### config.mk
export PLATFORM = sky130hd
export DESIGN_NAME = sbi_transmitter
export DESIGN_NICKNAME = d
export VERILOG_FILES = /design/src/pkg/sbi_pkg.sv /design/src/hdl/sbi_transmitter.sv /design/src/hdl/sbi_baud_tick.sv
export SDC_FILE = /design/constraint.sdc
export NUM_CORES = 1
export LEC_CHECK = 0
export BUFFER_PORTS_ARGS = -buffer_cell sky130_fd_sc_hd__buf_2
export CELL_PAD_IN_SITES_DETAIL_PLACEMENT = 1
export CELL_PAD_IN_SITES_GLOBAL_PLACEMENT = 1
export CORE_ASPECT_RATIO = 1.1
export CORE_MARGIN = 5
export CORE_UTILIZATION = 44
export CTS_BUF_LIST = sky130_fd_sc_hd__clkbuf_16
export DETAILED_ROUTE_END_ITERATION = 12
export PLACE_DENSITY = 0.81
export SLEW_MARGIN = 10
export SYNTH_ARGS = -nofsm -noshare
export SYNTH_HDL_FRONTEND = slang
export SYNTH_SLANG_ARGS = --single-unit
### constraint.sdc
create_clock -name clk_in -period 2.45 [get_ports clk_in]
set_input_delay 0.1225 -clock clk_in [delete_from_list [all_inputs] [get_ports clk_in]]
set_output_delay 0.1225 -clock clk_in [all_outputs]
set_load 0.01 [all_outputs]
### src/pkg/sbi_pkg.sv
// Constants, register map and types of the break and idle-line transmitter
package sbi_pkg;

    // ****************************************
    // Bus and register map
    // ****************************************
    localparam int          ADDR_W     = 4;
    localparam int          DATA_W     = 16;
    localparam int          BAUD_W     = 12;
    localparam logic [3:0]  OFS_CTRL   = 4'h0;
    localparam logic [3:0]  OFS_DATA   = 4'h4;
    localparam logic [3:0]  OFS_BAUD   = 4'h8;
    localparam logic [3:0]  OFS_STAT   = 4'hc;

    // ****************************************
    // Reset values
    // ****************************************
    localparam logic [3:0]  CTRL_RESET = 4'h0;
    localparam logic [11:0] BAUD_RESET = 12'h010;
    localparam logic [8:0]  DATA_RESET = 9'h000;

    // ****************************************
    // Frame lengths in bit times
    // ****************************************
    localparam logic [3:0]  LEN_SHORT  = 4'ha;  // Word-length select at zero
    localparam logic [3:0]  LEN_LONG   = 4'hb;  // Word-length select at one
    localparam logic [3:0]  LEN_ZERO   = 4'h0;
    localparam logic [3:0]  LEN_ONE    = 4'h1;

    // Control register fields, bit 3 downward
    typedef struct packed {
        logic ninth_bit;
        logic word_len;
        logic transmit_enable;
        logic send_break_bit;
    } sbi_ctrl_t;

    // Kind of frame on the line
    typedef enum logic [1:0] {
        SBI_KIND_NONE  = 2'b00,
        SBI_KIND_IDLE  = 2'b01,
        SBI_KIND_BREAK = 2'b10,
        SBI_KIND_DATA  = 2'b11
    } sbi_kind_t;

endpackage : sbi_pkg

### src/hdl/sbi_transmitter.sv
// Serial transmitter with break and idle-line generation and its registers
`timescale 1ns/1ps

module sbi_transmitter #(
    parameter int BAUD_W = sbi_pkg::BAUD_W
) (
    input  wire logic                      clk_in,
    input  wire logic                      reset_n_in,
    input  wire logic [sbi_pkg::ADDR_W-1:0] addr_in,
    input  wire logic [sbi_pkg::DATA_W-1:0] wdata_in,
    input  wire logic                      wr_in,
    input  wire logic                      rd_in,
    output logic      [sbi_pkg::DATA_W-1:0] rdata_out,
    output logic                           tx_out
);

    // ****************************************
    // State
    // ****************************************
    sbi_pkg::sbi_ctrl_t ctrl;
    sbi_pkg::sbi_kind_t kind;
    logic [BAUD_W-1:0]  baud;
    logic [8:0]         data_buf;
    logic               data_pend;
    logic               idle_pend;
    logic               brk_pend;
    logic [11:0]        shreg;
    logic [3:0]         left;
    logic               tick;

    // ****************************************
    // Register decode
    // ****************************************
    sbi_pkg::sbi_ctrl_t wr_ctrl_val;
    wire                wr_ctrl = wr_in && (addr_in == sbi_pkg::OFS_CTRL);
    wire                wr_data = wr_in && (addr_in == sbi_pkg::OFS_DATA);
    wire                wr_baud = wr_in && (addr_in == sbi_pkg::OFS_BAUD);
    assign wr_ctrl_val = sbi_pkg::sbi_ctrl_t'(wdata_in[3:0]);

    // Rising edges of send-break and transmit-enable raise requests
    wire set_brk  = wr_ctrl && wr_ctrl_val.send_break_bit && !ctrl.send_break_bit;
    wire set_idle = wr_ctrl && wr_ctrl_val.transmit_enable && !ctrl.transmit_enable;

    // ****************************************
    // Frame scheduling
    // ****************************************
    wire busy       = (left != sbi_pkg::LEN_ZERO);
    wire can_start  = ctrl.transmit_enable && !busy;
    // Idle first, then break, then data; a held send-break repeats breaks
    wire start_idle = can_start && idle_pend;
    wire start_brk  = can_start && !idle_pend && (brk_pend || ctrl.send_break_bit);
    wire start_data = can_start && !idle_pend && !brk_pend && !ctrl.send_break_bit && data_pend;
    wire start_any  = start_idle || start_brk || start_data;

    // Frame length follows the word-length select
    wire [3:0] flen = ctrl.word_len ? sbi_pkg::LEN_LONG : sbi_pkg::LEN_SHORT;

    // Break: flen low bits then one high bit, so the line recovers
    wire [11:0] brk_pat  = 12'h001 << flen;
    wire [11:0] data_pat = ctrl.word_len ? {1'b0, 1'b1, data_buf, 1'b0}
                                         : {2'b00, 1'b1, data_buf[7:0], 1'b0};
    wire [11:0] load_pat = start_idle ? 12'hfff : (start_brk ? brk_pat : data_pat);
    wire [3:0]  load_len = start_brk ? 4'(flen + sbi_pkg::LEN_ONE) : flen;

    // Pending flags: a new request wins over the consuming start
    wire next_brk_pend  = set_brk || (brk_pend && !start_brk);
    wire next_idle_pend = set_idle || (idle_pend && !start_idle);
    wire next_data_pend = wr_data || (data_pend && !start_data);

    // ****************************************
    // Bit timing
    // ****************************************
    sbi_baud_tick #(.W(BAUD_W)) u_tick (
        .clk_in     (clk_in),
        .reset_n_in (reset_n_in),
        .restart_in (start_any),
        .divider_in (baud),
        .tick_out   (tick)
    );

    // ****************************************
    // Registers written by software
    // ****************************************
    always_ff @(posedge clk_in) begin
        if (!reset_n_in) begin
            ctrl     <= sbi_pkg::sbi_ctrl_t'(sbi_pkg::CTRL_RESET);
            baud     <= BAUD_W'(sbi_pkg::BAUD_RESET);
            data_buf <= sbi_pkg::DATA_RESET;
        end else begin
            if (wr_ctrl) ctrl <= wr_ctrl_val;
            if (wr_baud) baud <= wdata_in[BAUD_W-1:0];
            if (wr_data) data_buf <= wdata_in[8:0];
        end
    end

    // Request flags
    always_ff @(posedge clk_in) begin
        if (!reset_n_in) begin
            brk_pend  <= 1'b0;
            idle_pend <= 1'b0;
            data_pend <= 1'b0;
        end else begin
            brk_pend  <= next_brk_pend;
            idle_pend <= next_idle_pend;
            data_pend <= next_data_pend;
        end
    end

    // ****************************************
    // Shifter and line driver
    // ****************************************
    // Length is fixed at load, so a request mid-frame cannot stretch a break
    always_ff @(posedge clk_in) begin
        if (!reset_n_in) begin
            shreg  <= 12'hfff;
            left   <= sbi_pkg::LEN_ZERO;
            kind   <= sbi_pkg::SBI_KIND_NONE;
            tx_out <= 1'b1;
        end else if (start_any) begin
            shreg  <= load_pat;
            left   <= load_len;
            kind   <= start_idle ? sbi_pkg::SBI_KIND_IDLE :
                      (start_brk ? sbi_pkg::SBI_KIND_BREAK : sbi_pkg::SBI_KIND_DATA);
            tx_out <= load_pat[0];
        end else if (busy && tick) begin
            shreg  <= {1'b1, shreg[11:1]};
            left   <= 4'(left - sbi_pkg::LEN_ONE);
            tx_out <= (left == sbi_pkg::LEN_ONE) ? 1'b1 : shreg[1];
        end
    end

    // ****************************************
    // Read port
    // ****************************************
    // Unmapped addresses read as zero; data stand one cycle only
    wire [sbi_pkg::DATA_W-1:0] stat_val = {10'h000, kind, brk_pend, idle_pend, data_pend, busy};
    wire [sbi_pkg::DATA_W-1:0] rd_mux =
        (addr_in == sbi_pkg::OFS_CTRL) ? {12'h000, ctrl} :
        (addr_in == sbi_pkg::OFS_DATA) ? {7'h00, data_buf} :
        (addr_in == sbi_pkg::OFS_BAUD) ? {4'h0, baud} :
        (addr_in == sbi_pkg::OFS_STAT) ? stat_val : 16'h0000;

    always_ff @(posedge clk_in) begin
        if (!reset_n_in) rdata_out <= 16'h0000;
        else             rdata_out <= rd_in ? rd_mux : 16'h0000;
    end

    // ****************************************
    // Checks
    // ****************************************
    AST_ONE_BREAK: assert property (@(posedge clk_in) disable iff (!reset_n_in)
        start_brk |-> (brk_pend || ctrl.send_break_bit))
        else $error("break started without a request");

    AST_LEN_SHORT: assert property (@(posedge clk_in) disable iff (!reset_n_in)
        (start_brk && !ctrl.word_len) |=> (left == 4'hb) && !tx_out)
        else $error("short break frame has wrong length");

    AST_LEN_LONG: assert property (@(posedge clk_in) disable iff (!reset_n_in)
        (start_brk && ctrl.word_len) |=> (left == 4'hc) && !tx_out)
        else $error("long break frame has wrong length");

    AST_REPEAT: assert property (@(posedge clk_in) disable iff (!reset_n_in)
        ($fell(busy) && ctrl.send_break_bit && ctrl.transmit_enable && !idle_pend)
        |-> start_brk)
        else $error("held send-break did not repeat the break");

    AST_IDLE_FIRST: assert property (@(posedge clk_in) disable iff (!reset_n_in)
        (start_brk || start_data) |-> !idle_pend)
        else $error("frame overtook a queued idle frame");

    AST_IDLE_THEN_BRK: assert property (@(posedge clk_in) disable iff (!reset_n_in)
        ($fell(busy) && kind == sbi_pkg::SBI_KIND_IDLE && brk_pend && ctrl.transmit_enable
         && !idle_pend) |-> start_brk ##1 (left == 4'(flen + 4'h1)))
        else $error("break after idle not started with its length");

    AST_BRK_STOP: assert property (@(posedge clk_in) disable iff (!reset_n_in)
        (kind == sbi_pkg::SBI_KIND_BREAK && left == 4'h1 && !start_any) |-> tx_out)
        else $error("break frame did not end high");

endmodule : sbi_transmitter

### src/hdl/sbi_baud_tick.sv
// Bit-time tick generator, restartable at the start of each frame
`timescale 1ns/1ps

module sbi_baud_tick #(
    parameter int W = 12
) (
    input  wire logic         clk_in,
    input  wire logic         reset_n_in,
    input  wire logic         restart_in,
    input  wire logic [W-1:0] divider_in,
    output logic              tick_out
);

    logic [W-1:0] cnt;

    // Tick ends a bit; a divider of zero behaves as one
    assign tick_out = (cnt >= divider_in);

    // Restart aligns the first bit exactly with the frame load
    always_ff @(posedge clk_in) begin
        if (!reset_n_in) begin
            cnt <= {{(W-1){1'b0}}, 1'b1};
        end else if (restart_in || tick_out) begin
            cnt <= {{(W-1){1'b0}}, 1'b1};
        end else begin
            cnt <= W'(cnt + 1'b1);
        end
    end

endmodule : sbi_baud_tick

# == After elaboration in Yosys (flattened, before gate mapping) ==
# Index checks and enable logic that the tools add are counted.
# totals
ff_bits,75
wordCells,88
# classes
add_sub_neg,3
order_cmp,1
n_eq_ne,4
n_shift,1
n_mux,18
n_bitwise,2
reduce_logical,41
# ops
op,count
2-to-1 mux 12 bit,5
logical AND 1 bit,18
2-to-1 mux 4 bit,4
adder 12 x 1 -> 12 bit (second input constant),1
greater-or-equal comparator 12 bit,1
left shift 1 x 4 -> 12 bit (first input constant),1
2-to-1 mux 11 bit,1
2-to-1 mux 9 bit,1
== test 4 bit (second input constant),2
logical NOT 1 bit,8
logical OR 1 bit,7
2-to-1 mux 6 bit,1
2-to-1 mux 1 bit,5
OR reduction 5 bit,1
adder 4 x 1 -> 4 bit (second input constant),1
== test 4 x 1 -> 1 bit (second input constant),1
== test 4 x 3 -> 1 bit (second input constant),1
logical NOT 4 bit,1
nonzero test 4 bit,1
OR reduction 4 bit,1
subtractor 4 x 1 -> 4 bit (second input constant),1
OR reduction 3 bit,1
2-to-1 mux 2 bit,1
inverter 1 bit,2
other kinds (3),3

# == Depth between registers and ports, before layout ==
# depth
word_depth,10
ltp_mapped,9
mapped_depth_nobuf,9

# == By module ==
# From an unflattened synthesis, not the netlist that was laid out.
# hier_totals
cells_unflattened,410
hier_area_um2,3519.6
# by_module_without_submodules
mod,n_inst,cells_per_inst,area_per_inst_um2,seq_area_each_um2
sbi_transmitter,1,311,2667.6,1161.1
sbi_baud_tick,1,99,852.1,240.2

# == Worst setup path after synthesis ==
# No wires, ideal clock.
# synth_path
kind,register -> register
from,reg left[0]
to,reg left[0]
setup_ns,0.131
arrival_time_ns,1.796
slack_ns,0.523
path_stages_with_launch,10
path_buffers,0
synth_period_minus_slack_ns,1.927
path_cell_list,dfxtp_1 -> inv_1 -> ha_1 -> nor3b_2 -> nand3b_1 -> nor2_1 -> ha_1 -> o21a_1 -> o311ai_0 -> a21oi_1
# synth_via
elab_chain_cells,9
elab_cells_between_ends,17
cone_classes,1 x add/sub; 3 x mux; 13 x reduce/logical
# synth_rtl
item,line,text
from (decl),sbi_transmitter.sv:28,logic [3:0] left;
from (signal assigned),sbi_transmitter.sv:116,left <= sbi_pkg::LEN_ZERO;
from (signal assigned),sbi_transmitter.sv:121,left <= load_len;
from (signal assigned),sbi_transmitter.sv:127,left <= 4'(left - sbi_pkg::LEN_ONE);
nonzero test 4 bit,sbi_transmitter.sv:47,wire busy = (left != sbi_pkg::LEN_ZERO);
logical NOT 1 bit,sbi_transmitter.sv:48,wire can_start = ctrl.transmit_enable && !busy;
logical AND 1 bit,sbi_transmitter.sv:48,
logical AND 1 bit,"sbi_transmitter.sv:51, sbi_transmitter.sv:52",
logical AND 1 bit (3 in series),sbi_transmitter.sv:52,wire start_data = can_start && !idle_pend && !brk_pend && !ctrl.send_break_bit && data_pend;
logical OR 1 bit,sbi_transmitter.sv:53,wire start_any = start_idle || start_brk || start_data;
2-to-1 mux 4 bit or nonzero test 2 bit (tied branches),--,
# Parallel ways exist; a longest one is shown, timed or not. The select of a mux whose other input is x is not followed.
# A chain may end at the register's enable or synchronous reset.

# == Final worst setup path ==
# layout_path
from,reg baud[2]
to,reg left[2]
# layout_via
elab_chain_cells,3
# layout_rtl
item,line,text
from (decl),sbi_transmitter.sv:22,logic [BAUD_W-1:0] baud;
from (signal assigned),sbi_transmitter.sv:87,baud <= BAUD_W'(sbi_pkg::BAUD_RESET);
from (signal assigned),sbi_transmitter.sv:91,if (wr_baud) baud <= wdata_in[BAUD_W-1:0];
greater-or-equal comparator 12 bit,sbi_baud_tick.sv:17,assign tick_out = (cnt >= divider_in);
logical AND 1 bit,sbi_transmitter.sv:125,end else if (busy && tick) begin
nonzero test 2 bit (no line),--,
# Every way passes these cells.

==> summary.md <==
| Metric | Value |
|---|---|
| Via count | 2967 |
| Most frequent cells in the layout | dfxtp_1, nand2_1, nor2_1 |
| Inserted Clock Buffers | 9 |
| Remaining global-route overflow | 0 |
| Clock skew | 0.00656 ns |
| Slew Viols, Final | 0 |
| Io pins | 41 |
| Reg-to-Reg End | left[2] |
| CP startpoint kind | register |
| Initial DRC Count | 116 |
| Post-CTS setup buffers | 0 |
| Total wire length | 9.75 mm |
| Synth Register Bits | 70 |
| Switch share | 21.7% |
| Initial antenna violation count | 0 |
| Non-Filler Instances | 531 |
| Placeable Area | 7470 µm² |
| Gate Count Post-Synth | 390 |
| Clock sink total | 70 |
| Port Buffers | 32 |
| Clock Path Buffers | 2 |
| DR vias/cell | 5.59 |
| Synth warn | 0 |
| Antenna diode instance count | 0 |
| Synth area leaders | dfxtp_1, ha_1, nand2_1 |
| Largest net degree at the start of global routing | 27 |
| Initial Util | 45.4% |
| Primary FF master, synth | dfxtp_1 |
| First-pass GRT wire length | 16.0 mm |
| Endpoint type of the worst setup path | register |
| Power share of the clock group | 50.6% |
| Flop pwr share | 43.9% |
| Dpl cell area | 3650 µm² |
| Post-synth EDFFs | 0 |
| Final period util | 92.3% |
| Gr usage total | 21.8% |
| Synthesized area | 3390 µm² |
| Nets | 464 |
| Slew at the pin with the worst max-slew slack | 0.896 ns |
| Cell-internal power | 0.00209 W |
| Final-report setup violation count | 0 |
| Leak Pwr | 1.63 nW |
| Clock root buffer | clkbuf_16 |
| Final non-filler cell area | 3960 µm² |
| Die width | 93.7 µm |
| Achievable Freq | 0.442 GHz |
| Crit-path leading delay family | compound AO/OA/AOI/OAI gates |
| Maxcap violations | 0 |
| Leading cell type in the layout, fill and taps excluded | dfxtp_1 |
| Max_slew headroom | 40.2% |
| Reg2Reg Depth | 8 |
| CP max FO | 15 |
| Post-synth top area share | 41.3% |
| DR pass1 iterations | 4 |
| RD Place Congestion | 0.781 |
| R2R Setup Slk | 0.19 ns |
| Clk_lat worst skew | 0.33 ns |
| Antenna viol nets, final | 0 |
| Vias in the first global route | 3187 |
| CP peak stage delay | 0.36 ns |
| Synth Area per Inst | 8.70 µm² |
| VDD IR max | 0.000444 V |
| Avg WL per Cell | 18.4 µm |
| Reg clk slew, reported paths | 0.05 ns |
| Height of the die | 102 µm |
| Post-synth top area cell | dfxtp_1 |
| CP required | 2.67 ns |
| Worst setup path category | reg -> reg |
| Hold Crit Depth | 3 |
| Logic pwr share | 5.5% |
| Hold Path End | baud[11] |
| Buffers and inverters on the worst path | 2 |
| Placed cell count | 516 |
| WP data arrival | 2.48 ns |
| Fin. Hold Viols | 0 |
| Outcome | finished, final reports clean |
| Worst-path cell chain | inv_1 -> ha_1 -> a211o_1 -> a31oi_1 -> o311a_1 -> buf_4 -> o21ai_0 -> o31a_1 |
| Number of core rows | 33 |
| Sequential cell area fraction in the yosys report | 41.3% |
| Post-CTS sizing | 0 |
| DP HPWL | 6.80 mm |
| Final TNS setup | 0 ns |
| Tmin final | 2.26 ns |
| Worst flop-to-flop path startpoint | baud[2] |
| HP Start | wdata_in[11] |
| Share of layout cells above drive strength 1 | 15.5% |
| Post-synth cell types | 56 |
| Sw Pwr | 0.000578 W |
| Cts hold-fix bufs | 0 |
| DRC viols | 0 |
| Power density over cell area | 673 nW/µm² |
| Die area | 9570 µm² |
| Async S/R FF share, synth | 0% |
| RSZ-0062 raised after global routing | false |
| Max stage delay cell, worst path | dfxtp_1 |
| Layout Area Growth over Synthesis | 16.6% |
| Hold Crit Class | in -> reg |
| CTS tree | yes |
| H-tree depth | 3 |
logic make-up (layout without fill, tap and decap cells):
group	Yosys count	in the layout	share of synthesized area [%]
fa+ha+maj	18	18	6.64
compound gates	92	92	18.7
simple gates	137	137	18.6
flops	70	70	41.3
xor+xnor	10	10	2.58
buf+inv	44	77	5.68
mux	18	18	6.42
other cells	1	4	0.111
cell usage after synthesis (2+ instances only):
cell,count
mux2i_1,15
nor2_1,41
a22oi_1,5
dfxtp_1,70
and3_1,6
nand3b_1,2
nor3_1,4
o31ai_1,2
a31oi_1,2
nand3_1,9
ha_1,18
inv_1,21
nand4_1,3
mux4_2,3
buf_2,4
o21a_1,2
a211o_1,2
nand2b_1,2
a211oi_1,2
nand2_1,55
a21oi_1,22
clkbuf_1,13
buf_4,4
xor2_1,6
o311ai_0,2
o211ai_1,21
xnor2_1,4
nor2b_1,6
o21ai_0,17
worst max-delay path by stage:
stage	from	end	slack [ns]	depth (start not counted)
final	baud[2]	left[2]	0.19	8
after global routing	baud[2]	tx_out	0.04	8
after CTS	baud[2]	left[2]	0.18	8
after detailed placement	baud[2]	left[2]	0.24	8
after global placement	baud[2]	tx_out	0.31	8
after floorplan	left[0]	left[0]	0.52	9
flip-flops by register name, summed over array words and instances, names as in the netlist:
| signal | count |
|---|---|
| baud | 12 |
| rdata_out | 12 |
| u_tick.cnt | 12 |
| shreg | 11 |
| data_buf | 9 |
| ctrl | 4 |
| left | 4 |
| kind | 2 |
| brk_pend | 1 |
| data_pend | 1 |
| idle_pend | 1 |
| tx_out | 1 |
worst reg2reg max path, cell delays in order (launching register included):
cell and delay [ns]:
dfxtp_1 0.36, inv_1 0.07, ha_1 0.31, a211o_1 0.31, a31oi_1 0.22, o311a_1 0.22, buf_4 0.23, o21ai_0 0.13
o31a_1 0.30
power by group through the flow:
| stage | Combinational [W] | Clock, W | Sequential (W) |
|---|---|---|---|
| 6_report | 0.000147 | 0.00135 | 0.00117 |
| 5_1_grt | 0.000165 | 0.00143 | 0.00117 |
| 4_1_cts | 0.000148 | 0.00137 | 0.00117 |
| 3_5_place_dp | 0.000143 | 0 | 0.00119 |
| 3_3_place_gp | 0.000138 | 0 | 0.00119 |
| 2_1_floorplan | 0.0000960 | 0 | 0.00119 |
final cells by class:
| cell class | instances | area [µm²] |
|---|---|---|
| Fill cell | 904 | 3520 |
| Multi-Input combinational cell | 279 | 1810 |
| Sequential cell | 70 | 1400 |
| Timing Repair Buffer | 41 | 228 |
| Clock buffer | 9 | 225 |
| Tap cell | 105 | 131 |
| Clock inverter | 6 | 80.1 |
| Inverter | 21 | 78.8 |
routing by layer:
| layer | vias up | part of all wire, % | GRT usage [%] |
|---|---|---|---|
| met5 | - | 0 | 0 |
| met4 | 0 | 3.4 | 10.2 |
| met3 | 27 | 4.5 | 5.15 |
| met2 | 72 | 51 | 38.3 |
| met1 | 1445 | 41 | 25.0 |
| li1 | 1423 | - | - |
through the flow:
stage / setup WS (ns) / utilization (%) / power, W / hold slack (ns)
6_report: 0.190 / 52.9 / 0.00266 / 0.0343
5_1_grt: 0.0416 / 52.9 / 0.00277 / 0.0384
4_1_cts: 0.183 / 52.9 / 0.00269 / 0.0290
3_5_place_dp: 0.236 / 48.8 / 0.00134 / 0.376
3_3_place_gp: 0.311 / 48.8 / 0.00133 / 0.370
2_1_floorplan: 0.523 / - / 0.00128 / 0.258
No activity file was read; power rests on OpenSTA's default activity.
